### src/design/osc_cal_defines.svh
`ifndef OSC_CAL_DEFINES_SVH
`define OSC_CAL_DEFINES_SVH
// System clock rate
`define CLK_HZ 20000000
// Crystal health: minimum rate and persistence time
`define XT_MIN_HZ 8000
`define SLOW_CYC (`CLK_HZ / `XT_MIN_HZ)
`define XT_FAIL_MS 32
// Divider chain
`define TICK_HZ 64
`define XT_DIV_LOG2 9
`define CAL_PER_LOG2 19
`define OFS_W 14
`define RANGE_W 2
// Calibration reset value
`define CAL_RST 16'h0000
// Autocalibration timing
`define AC_INT_LONG_S 1024
`define AC_INT_SHORT_S 512
`define AC_XT_ON_S 50
`define AC_WIN_S 16
`define AC_WIN_RC 2048
`define AC_EXP_XT 524288
`define AC_FAIL_MAG 65536
`define ACI_OFF 2'h0
`endif

### src/design/osc_cal_pkg.sv
`include "osc_cal_defines.svh"
package osc_cal_pkg;
  // RC calibration setting
  typedef struct packed {
    logic [`RANGE_W-1:0] range;
    logic [`OFS_W-1:0]   offset;
  } rc_cal_t;
  // Autocalibration sequence
  typedef enum logic [1:0] {AC_IDLE, AC_WARM, AC_MEAS, AC_LOAD} ac_state_t;
endpackage : osc_cal_pkg

### src/design/rc_osc_cal_ctrl.sv
`include "osc_cal_defines.svh"
module rc_osc_cal_ctrl
  import osc_cal_pkg::*;
#(
  parameter int unsigned FAIL_CYC   = `CLK_HZ / 1000 * `XT_FAIL_MS,
  parameter int unsigned INT_LONG_T = `AC_INT_LONG_S * `TICK_HZ,
  parameter int unsigned INT_SHRT_T = `AC_INT_SHORT_S * `TICK_HZ
) (
  // Clock and reset
  input  wire logic       clk,
  input  wire logic       nrst,
  // Oscillator and supply pins
  input  wire logic       xt_clk_in,
  input  wire logic       rc_clk_in,
  input  wire logic       supply_low_in,
  // Control
  input  wire logic       osc_select_request,
  input  wire logic       auto_switch_on_supply_loss,
  input  wire logic       failover_on_osc_fail,
  input  wire logic [1:0] autocal_interval,
  input  wire logic       osc_fail_irq_enable,
  input  wire logic       autocal_fail_irq_enable,
  input  wire logic       cal_wr,
  input  wire rc_cal_t    cal_wdata,
  input  wire logic       osc_fail_clr,
  input  wire logic       autocal_fail_clr,
  // Status
  output rc_cal_t         rc_cal,
  output logic            active_osc_indicator,
  output logic            crystal_fail_status,
  output logic            osc_fail_flag,
  output logic            autocal_fail_flag,
  output logic            autocal_busy,
  output logic            crystal_enable,
  output logic            irq,
  output logic            tick_64hz
);
  localparam int unsigned WARM_T = (`AC_XT_ON_S - `AC_WIN_S) * `TICK_HZ;

  // Range picking mirrors the software procedure
  function automatic logic [1:0] pick_range(input logic [21:0] m);
    pick_range = (m >= 22'd32768) ? 2'd3 : (m >= 22'd16384) ? 2'd2 :
                 (m >= 22'd8192) ? 2'd1 : 2'd0;
  endfunction : pick_range

  logic [2:0]  s1_q, s2_q, s3_q, lvl_q, lvl_d, prev_q;
  logic        xt_rise, rc_rise, supply_low;
  logic [11:0] gap_q;
  logic [19:0] fcnt_q;
  logic        xt_slow_q, xt_failed_q, xt_en_q, xt_en_d, act_rc_q, act_rc_d;
  logic        fail_set, stop, ofail_q, afail_q, fstat_q, irq_q;
  rc_cal_t     cal_q;
  logic        ph_q, base64, mid, add_pend_q, tick_q, tick_d;
  logic [8:0]  xdiv_q;
  logic        xt64;
  logic [13:0] mag;
  logic        neg, hit;
  logic [19:0] per_n, acc_q;
  logic [20:0] acc_sum;
  ac_state_t   st_q;
  logic [1:0]  aci_prev_q;
  logic        kick, due;
  logic [16:0] itv_q, itv_lim;
  logic [11:0] wcnt_q;
  logic [21:0] xcnt_q, adj, adj_mag;
  logic        ac_bad;
  rc_cal_t     ac_new;

  // Pin filter: change accepted when stages 2 and 3 agree
  assign lvl_d      = ((s2_q ~^ s3_q) & s3_q) | ((s2_q ^ s3_q) & lvl_q);
  assign xt_rise    = lvl_q[0] & ~prev_q[0];
  assign rc_rise    = lvl_q[1] & ~prev_q[1];
  assign supply_low = lvl_q[2];

  always_ff @(posedge clk)
  begin
    if (!nrst)
    begin
      s1_q   <= 3'h0;
      s2_q   <= 3'h0;
      s3_q   <= 3'h0;
      lvl_q  <= 3'h0;
      prev_q <= 3'h0;
    end
    else
    begin
      s1_q   <= {supply_low_in, rc_clk_in, xt_clk_in};
      s2_q   <= s1_q;
      s3_q   <= s2_q;
      lvl_q  <= lvl_d;
      prev_q <= lvl_q;
    end
  end

  // Oscillator selection and crystal power
  assign stop     = ~osc_select_request & auto_switch_on_supply_loss & supply_low;
  assign act_rc_d = osc_select_request | stop |
                    (failover_on_osc_fail & xt_failed_q);
  assign xt_en_d  = osc_select_request ? (st_q != AC_IDLE) : ~stop;

  // Crystal slow and failure detection
  assign fail_set = xt_en_q & xt_slow_q & ~xt_failed_q &
                    (fcnt_q == 20'(FAIL_CYC - 1));

  always_ff @(posedge clk)
  begin
    if (!nrst)
    begin
      gap_q       <= 12'h000;
      xt_slow_q   <= 1'b1;
      fcnt_q      <= 20'h00000;
      xt_failed_q <= 1'b0;
    end
    else
    begin
      if (xt_rise || !xt_en_q)
        gap_q <= 12'h000;
      else if (gap_q != 12'(`SLOW_CYC - 1))
        gap_q <= gap_q + 12'h001;
      if (xt_rise)
        xt_slow_q <= 1'b0;
      else if (!xt_en_q || gap_q == 12'(`SLOW_CYC - 1))
        xt_slow_q <= 1'b1;
      if (!xt_slow_q || !xt_en_q)
      begin
        fcnt_q      <= 20'h00000;
        xt_failed_q <= 1'b0;
      end
      else if (fail_set)
        xt_failed_q <= 1'b1;
      else if (!xt_failed_q)
        fcnt_q <= fcnt_q + 20'h00001;
    end
  end

  // Flags, status and interrupt request
  always_ff @(posedge clk)
  begin
    if (!nrst)
    begin
      ofail_q  <= 1'b1;
      afail_q  <= 1'b0;
      fstat_q  <= 1'b1;
      act_rc_q <= 1'b0;
      xt_en_q  <= 1'b1;
      irq_q    <= 1'b0;
    end
    else
    begin
      ofail_q  <= fail_set | (ofail_q & ~osc_fail_clr);
      afail_q  <= (st_q == AC_LOAD && ac_bad) | (afail_q & ~autocal_fail_clr);
      fstat_q  <= xt_slow_q | act_rc_q;
      act_rc_q <= act_rc_d;
      xt_en_q  <= xt_en_d;
      irq_q    <= (ofail_q & osc_fail_irq_enable) |
                  (afail_q & autocal_fail_irq_enable);
    end
  end

  // 64 Hz stage and distributed calibration
  assign base64  = rc_rise & ph_q;
  assign mid     = rc_rise & ~ph_q;
  assign xt64    = xt_rise & (xdiv_q == 9'h1ff);
  assign neg     = cal_q.offset[`OFS_W-1];
  assign mag     = neg ? 14'(-cal_q.offset) : cal_q.offset;
  assign per_n   = 20'h80000 >> cal_q.range;
  assign acc_sum = {1'b0, acc_q} + {7'h00, mag};
  assign hit     = act_rc_q & base64 & (acc_sum >= {1'b0, per_n});
  assign tick_d  = act_rc_q ? ((base64 & ~(hit & neg)) | (mid & add_pend_q))
                            : xt64;

  always_ff @(posedge clk)
  begin
    if (!nrst)
    begin
      ph_q       <= 1'b0;
      xdiv_q     <= 9'h000;
      acc_q      <= 20'h00000;
      add_pend_q <= 1'b0;
      tick_q     <= 1'b0;
    end
    else
    begin
      if (rc_rise)
        ph_q <= ~ph_q;
      if (xt_rise)
        xdiv_q <= xdiv_q + 9'h001;
      if (!act_rc_q || acc_q >= per_n)
        acc_q <= 20'h00000;
      else if (base64)
        acc_q <= hit ? 20'(acc_sum - {1'b0, per_n}) : acc_sum[19:0];
      if (hit && !neg)
        add_pend_q <= 1'b1;
      else if (mid || !act_rc_q)
        add_pend_q <= 1'b0;
      tick_q <= tick_d;
    end
  end

  // Autocalibration triggers
  assign kick    = (aci_prev_q == `ACI_OFF) && (autocal_interval != `ACI_OFF);
  assign itv_lim = autocal_interval[0] ? 17'(INT_SHRT_T) : 17'(INT_LONG_T);
  assign due     = autocal_interval[1] && tick_q && (itv_q >= itv_lim - 17'h00001);
  assign adj     = 22'(xcnt_q - 22'(`AC_EXP_XT));
  assign adj_mag = adj[21] ? 22'(-adj) : adj;
  assign ac_bad  = adj_mag >= 22'(`AC_FAIL_MAG);
  assign ac_new.range  = pick_range(adj_mag);
  assign ac_new.offset = 14'($signed(adj) >>> pick_range(adj_mag));

  // Interval timer and measurement sequence
  always_ff @(posedge clk)
  begin
    if (!nrst)
    begin
      st_q       <= AC_IDLE;
      aci_prev_q <= `ACI_OFF;
      itv_q      <= 17'h00000;
      wcnt_q     <= 12'h000;
      xcnt_q     <= 22'h000000;
      cal_q      <= rc_cal_t'(`CAL_RST);
    end
    else
    begin
      aci_prev_q <= autocal_interval;
      if (!autocal_interval[1] || stop || due)
        itv_q <= 17'h00000;
      else if (tick_q)
        itv_q <= itv_q + 17'h00001;
      if (cal_wr)
        cal_q <= cal_wdata;
      case (st_q)
        AC_IDLE:
        begin
          wcnt_q <= 12'h000;
          xcnt_q <= 22'h000000;
          if ((kick || due) && !stop)
            st_q <= osc_select_request ? AC_WARM : AC_MEAS;
        end
        AC_WARM:
        begin
          if (tick_q)
            wcnt_q <= wcnt_q + 12'h001;
          if (wcnt_q == 12'(WARM_T))
          begin
            wcnt_q <= 12'h000;
            st_q   <= AC_MEAS;
          end
        end
        AC_MEAS:
        begin
          if (rc_rise)
            wcnt_q <= wcnt_q + 12'h001;
          if (xt_rise && wcnt_q != 12'h000 && !xcnt_q[21])
            xcnt_q <= xcnt_q + 22'h000001;
          if (rc_rise && wcnt_q == 12'(`AC_WIN_RC))
            st_q <= AC_LOAD;
        end
        AC_LOAD:
        begin
          if (!ac_bad)
            cal_q <= ac_new;
          st_q <= AC_IDLE;
        end
        default: st_q <= AC_IDLE;
      endcase
      if (stop && st_q != AC_IDLE)
        st_q <= AC_IDLE;
    end
  end

  // Outputs
  assign rc_cal               = cal_q;
  assign active_osc_indicator = act_rc_q;
  assign crystal_fail_status  = fstat_q;
  assign osc_fail_flag        = ofail_q;
  assign autocal_fail_flag    = afail_q;
  assign autocal_busy         = st_q != AC_IDLE;
  assign crystal_enable       = xt_en_q;
  assign irq                  = irq_q;
  assign tick_64hz            = tick_q;
endmodule : rc_osc_cal_ctrl

### config.mk
export PLATFORM = sky130hd
export DESIGN_NAME = rc_osc_cal_ctrl
export DESIGN_NICKNAME = d
export VERILOG_FILES = /design/src/design/osc_cal_pkg.sv /design/src/design/rc_osc_cal_ctrl.sv
export VERILOG_INCLUDE_DIRS = /design/src /design/src/design
export SDC_FILE = /design/constraint.sdc
export NUM_CORES = 1
export LEC_CHECK = 0
export ABC_AREA = 1
export BUFFER_PORTS_ARGS = -buffer_cell sky130_fd_sc_hd__buf_2
export CAP_MARGIN = 40
export CORE_ASPECT_RATIO = 0.75
export CORE_MARGIN = 4
export CORE_UTILIZATION = 55
export DETAILED_ROUTE_END_ITERATION = 6
export GPL_ROUTABILITY_DRIVEN = 0
export PLACE_DENSITY_LB_ADDON = 0.25
export SLEW_MARGIN = 20
export SYNTH_ARGS = -nofsm -noshare
export SYNTH_HDL_FRONTEND = slang
export SYNTH_SLANG_ARGS = --single-unit
### constraint.sdc
create_clock -name clk -period 4.65 [get_ports clk]
set_input_delay 0.93 -clock clk [delete_from_list [all_inputs] [get_ports clk]]
set_output_delay 0.93 -clock clk [all_outputs]
set_load 0.005 [all_outputs]
# After elaboration in Yosys (flattened, before gate mapping)
# Cells that the tools add are included.
[totals] n_memories=0 ram_bits=0 latchBits=0 rom_bits=0 output_inout_bits=24 regBits=157 word_cells=176
[op_classes] reduce_logical=43 bitwise=43 n_mul=0 shifts=2 eq_ne=15 mux=27 div_mod_pow=0 n_lt_le_gt_ge=7 n_addsub=12
[op_table] operator="$mux 16" count=3
[op_table] operator="$mux 22" count=2
[op_table] operator="$pmux 22 s2" count=1
[op_table] operator="$eq 12x12->1 const B" count=3
[op_table] operator="$mux 12" count=3
[op_table] operator="$pmux 12 s3" count=1
[op_table] operator="$add 12x1->12 const B" count=2
[op_table] operator="$add 22x1->22 const B" count=1
[op_table] operator="$ge 22x14->1 const B" count=1
[op_table] operator="$ge 22x15->1 const B" count=1
[op_table] operator="$ge 22x16->1 const B" count=1
[op_table] operator="$ge 22x17->1 const B" count=1
[op_table] operator="$neg 22->22" count=1
[op_table] operator="$sshr 22x2->14" count=1
[op_table] operator="$sub 22x20->22 const B" count=1
[op_table] operator="$add 20x14->21" count=1
[op_table] operator="$ge 21x20->1" count=1
[op_table] operator="$add 20x1->20 const B" count=1
[op_table] operator="$and 1x1->1" count=20
[op_table] operator="$eq 20x20->1 const B" count=1
[op_table] operator="$ge 20x20->1" count=1
[op_table] operator="$mux 20" count=1
[op_table] operator="$shr 20x2->20 const A" count=1
[op_table] operator="$sub 20x20->20" count=1
[op_table] operator="32 further kinds" count=98

# Longest topological paths before layout
[depth] word_depth=10 mapped_depth=30

# Least setup slack after synthesis
# Ideal clock, no wire load.
[synth_path] kind="flip-flop to flip-flop" startpoint="register cal_q, in the netlist rc_cal[0]" endpoint="register acc_q[18]" synth_period_minus_slack_ns=3.657 setup_ns=0.110 arrival_time_ns=3.548 stages_incl_launch_ff=26 required_ns=4.540 slack_ns=0.993 n_path_buf=0 cell_sequence="dfxtp_1 > nor3_1 > nand3_1 > nor3_1 > nand3_1 > nand2_1 > o21ai_0 > xor2_1 > ha_1 > a21oi_1 > o21ai_0 > a21oi_1 > nand2_1 > or2_2 > and2_1 > ha_1 > nor2_1 > inv_1 > nand4_1 > nand3_1 > nand2_1 > inv_1 > nand2_1 > nand3_1 > nand2_1 > inv_1"
[synth_via] elab_chain_cells=6 elab_cells_between_ends=7 classes_between="3 x add/sub; 1 x order compare; 2 x mux; 1 x bitwise"
[synth_rtl] element="from (decl)" line_no="rc_osc_cal_ctrl.sv:52" source="rc_cal_t cal_q;"
[synth_rtl] element="from (signal assigned)" line_no="rc_osc_cal_ctrl.sv:220" source="cal_q <= rc_cal_t'(`CAL_RST);"
[synth_rtl] element="from (signal assigned)" line_no="rc_osc_cal_ctrl.sv:230" source="cal_q <= cal_wdata;"
[synth_rtl] element="from (signal assigned)" line_no="rc_osc_cal_ctrl.sv:261" source="cal_q <= ac_new;"
[synth_rtl] element="$neg 14->14" line_no="rc_osc_cal_ctrl.sv:165" source="assign mag = neg ? 14'(-cal_q.offset) : cal_q.offset;"
[synth_rtl] element="$mux 14 *" line_no="rc_osc_cal_ctrl.sv:165"
[synth_rtl] element="$add 20x14->21 *" line_no="rc_osc_cal_ctrl.sv:167" source="assign acc_sum = {1'b0, acc_q} + {7'h00, mag};"
[synth_rtl] element="$ge 21x20->1" line_no="rc_osc_cal_ctrl.sv:168" source="assign hit = act_rc_q & base64 & (acc_sum >= {1'b0, per_n});"
[synth_rtl] element="$and 1x1->1" line_no="rc_osc_cal_ctrl.sv:168"
[synth_rtl] element="$mux 20 *" line_no="rc_osc_cal_ctrl.sv:191" source="acc_q <= hit ? 20'(acc_sum - {1'b0, per_n}) : acc_sum[19:0];"
[synth_rtl] element="to (signal assigned)" line_no="rc_osc_cal_ctrl.sv:191"
[synth_rtl] element="to (decl)" line_no="rc_osc_cal_ctrl.sv:58" source="logic [19:0] per_n, acc_q;"
# Mark *: on every way between the ends. The rest lies on a longest branch, timed or not.
# A chain may end at the register's enable or synchronous reset.

# Final worst setup path
# Same ends and word-level chain as after synthesis.

==> flow_metrics.py <==
metrics = {
    "timing": {
        "fin_setup_tns_ns": 0,
        "max_clock_freq_ghz": 0.234,
        "setup_viol": 0,
        "fin_crit_sh": 0.920,
        "layout_setup_ws_ns": 0.372,
        "drv_slew": 0,
        "rsz0062_at_grt": "no",
        "fin_skew_ns": 0.00638,
        "worstMarginPinSlew_ns": 0.699,
        "hold_viol": 0,
        "period_minus_slack_ns": 4.28,
        "maxSlewHeadroom": 0.533,
    },
    "layout": {
        "layout_commonest_cell": "nand2_1",
        "utilization": 0.621,
        "final_cell_mix": "nand2_1, inv_1, nor2_1, dfxtp_1, a21oi_1",
        "area_growth_pct": 10.7,
        "drive_gt1_frac": 0.0827,
        "fillers": 1586,
        "layout.nets": 1528,
        "diodes": 0,
    },
    "cts": {
        "cts_tree": "yes",
        "clk_latency_ns": 0.44,
        "post_cts_buffers": 0,
        "cts_max_level": 4,
        "cts_buffers": 17,
        "clock_sinks": 157,
        "ctsHoldBuffers": 0,
        "cts_root_buf": "clkbuf_16",
        "cts_max_path_buffers": 2,
        "path_clk_slew_ns": 0.06,
        "cts_resized": 0,
    },
    "setup_path": {
        "crit_buf_inv": 3,
        "critPathArrivalTime_ns": 4.61,
        "r2r-end": "acc_q[18]",
        "cp_data_required_time_ns": 4.98,
        "r2r_slack_ns": 0.37,
        "end_kind": "register",
        "worst-path-max-fanout": 6,
        "worst_path_most_repeated_cell": "nand2_1",
        "startpoint_type": "register",
        "slowest_delay_ns": 0.34,
        "critPathLaunch": "rc_cal[0]",
        "r2r_cells": 25,
        "r2r_start": "rc_cal[0]",
        "cp_slowest_cell": "ha_1",
        "worst-setup-path-type": "reg -> reg",
        "crit_family": "simple AND/OR/NAND/NOR gates",
    },
    "routing": {
        "wl_um": 23800,
        "vias": 9238,
        "avgViaCountPerCell": 5.50,
        "ant_nets": 0,
        "drtIter0Drc": 929,
        "dr.pass1.iters": 5,
        "wl_per_cell_um": 14.2,
        "drc_errors": 0,
    },
    "floorplanning": {
        "dieArea_sq_mm": 0.0194,
        "start_util": 0.561,
        "rows": 41,
        "fp.dieH_um": 121,
        "fp.coreArea_sq_mm": 0.0168,
        "fp.dieW_um": 159,
        "ioPinCount": 55,
    },
    "yosys": {
        "synthCells": 1412,
        "yosysUniqueCellTypes": 45,
        "ys_async_sr_fraction": 0,
        "ys_seq_elements": 157,
        "avgSynthCellArea_sq_um": 6.69,
        "synth.yosys.seq_area_share": 0.333,
        "syn_area_sq_mm": 0.00945,
        "synth_fp_nets": 1488,
        "synthFlopType": "dfxtp_1",
        "synth_enable_flop_cells": 0,
        "ys_warn_count": 0,
    },
    "placement": {
        "place_hpwl_um": 17500,
        "preCtsSetupSlack_ns": 0.453,
        "portBuffers": 54,
    },
    "worst_hold_path": {
        "hold_start": "s1_q[0]",
        "worstHoldPathType": "reg -> reg",
        "hold_depth": 2,
        "hold_end": "s2_q[0]",
    },
    "global_route": {
        "antenna_found_initial": 0,
        "grt_pass1_vias": 8479,
        "groute.usage.overall": 0.250,
        "grt_pass1_wl_um": 40100,
        "overflow": 0,
        "grt_max_degree": 41,
    },
    "power_and_ir_drop": {
        "irDropWorstVdd_v": 0.000198,
        "powerDensity_mw_per_mm2": 320,
        "total_leakage_power_uw": 0.00456,
    },
    "flow_run": {
        "cap_viol_max_count": 0,
    },
    "status": {
        "status": "finished clean",
    },
}
how the worst max path moves through the flow:
| stage | endpoint | slack, ns | cells past startpoint |
|---|---|---|---|
| 2_1_floorplan | acc_q[18] | 0.99 | 25 |
| 3_3_place_gp | acc_q[19] | 0.61 | 25 |
| 3_5_place_dp | acc_q[18] | 0.45 | 27 |
| 4_1_cts | acc_q[17] | 0.39 | 25 |
| 5_1_grt | acc_q[18] | 0.02 | 27 |
| 6_report | acc_q[18] | 0.37 | 25 |
layer usage:
layer  part of all wire  up-vias  track usage
met1               0.49     4192        0.361
met5                  0        -            0
met2               0.41      308        0.379
li1                   -     4698            -
met4              0.020        0       0.0916
met3              0.072       40       0.0401
Yosys cell counts, types with 20 or more instances:
master	instances	area (sq um)
nor2_1	165	619
clkbuf_1	24	90.1
nor4_1	20	125
xor2_1	42	368
nand4_1	42	263
xnor2_1	24	210
a21oi_1	111	556
ha_1	44	551
nand3_1	78	390
o21ai_0	65	325
dfxtp_1	157	3140
nand2_1	326	1220
inv_1	176	661
nor3_1	37	185
kinds of logic (layout without fill, tap and decap cells):
| logic type | count (synthesis) | after routing | share of synthesized area |
|---|---|---|---|
| AND/OR/NAND/NOR | 696 | 696 | 0.323 |
| AO/OA/AOI/OAI | 228 | 228 | 0.132 |
| buffers and inverters | 220 | 272 | 0.0906 |
| flip-flops | 157 | 157 | 0.333 |
| XOR/XNOR | 66 | 66 | 0.0612 |
| adder cells (fa/ha/maj) | 45 | 45 | 0.0604 |
where the power goes:
group          switching (uW)  internal [uW]
clock network             580            823
registers                31.9           1380
logic                     366            168
registers in the layout (all words and copies together), names as in the netlist, 2 cells and up:
name	cells
gap_q	12
acc_q	20
aci_prev_q	2
wcnt_q	12
itv_q	17
rc_cal	16
xdiv_q	9
s1_q	3
s3_q	3
s2_q	3
st_q	2
fcnt_q	20
xcnt_q	22
lvl_q	3
prev_q	2
through the flow:
step	total power [uW]	cell area (sq um)	cells	hold slack, ns
after global routing	3510	10500	1679	0.440
after floorplan	1810	9450	1412	0.390
final	3350	10500	1679	0.433
after global placement	1960	9850	1648	0.401
after detailed placement	1960	9850	1648	0.417
after CTS	3360	10400	1679	0.432
tightest hold or removal path: stages, from the launching register on:
cell and delay, ns:
dfxtp_1 0.30, nand2_1 0.05, inv_1 0.03
layout make-up:
type / count / area, sq um / area share
tap: 215 / 269 / 0.0257
inverter: 181 / 679 / 0.0650
sequential: 157 / 3140 / 0.301
timing repair buffer: 60 / 315 / 0.0302
multi-input combinational: 1035 / 5460 / 0.522
clock inverter: 11 / 134 / 0.0128
clock buffer: 20 / 457 / 0.0437
(Power assumes the default switching activity.)
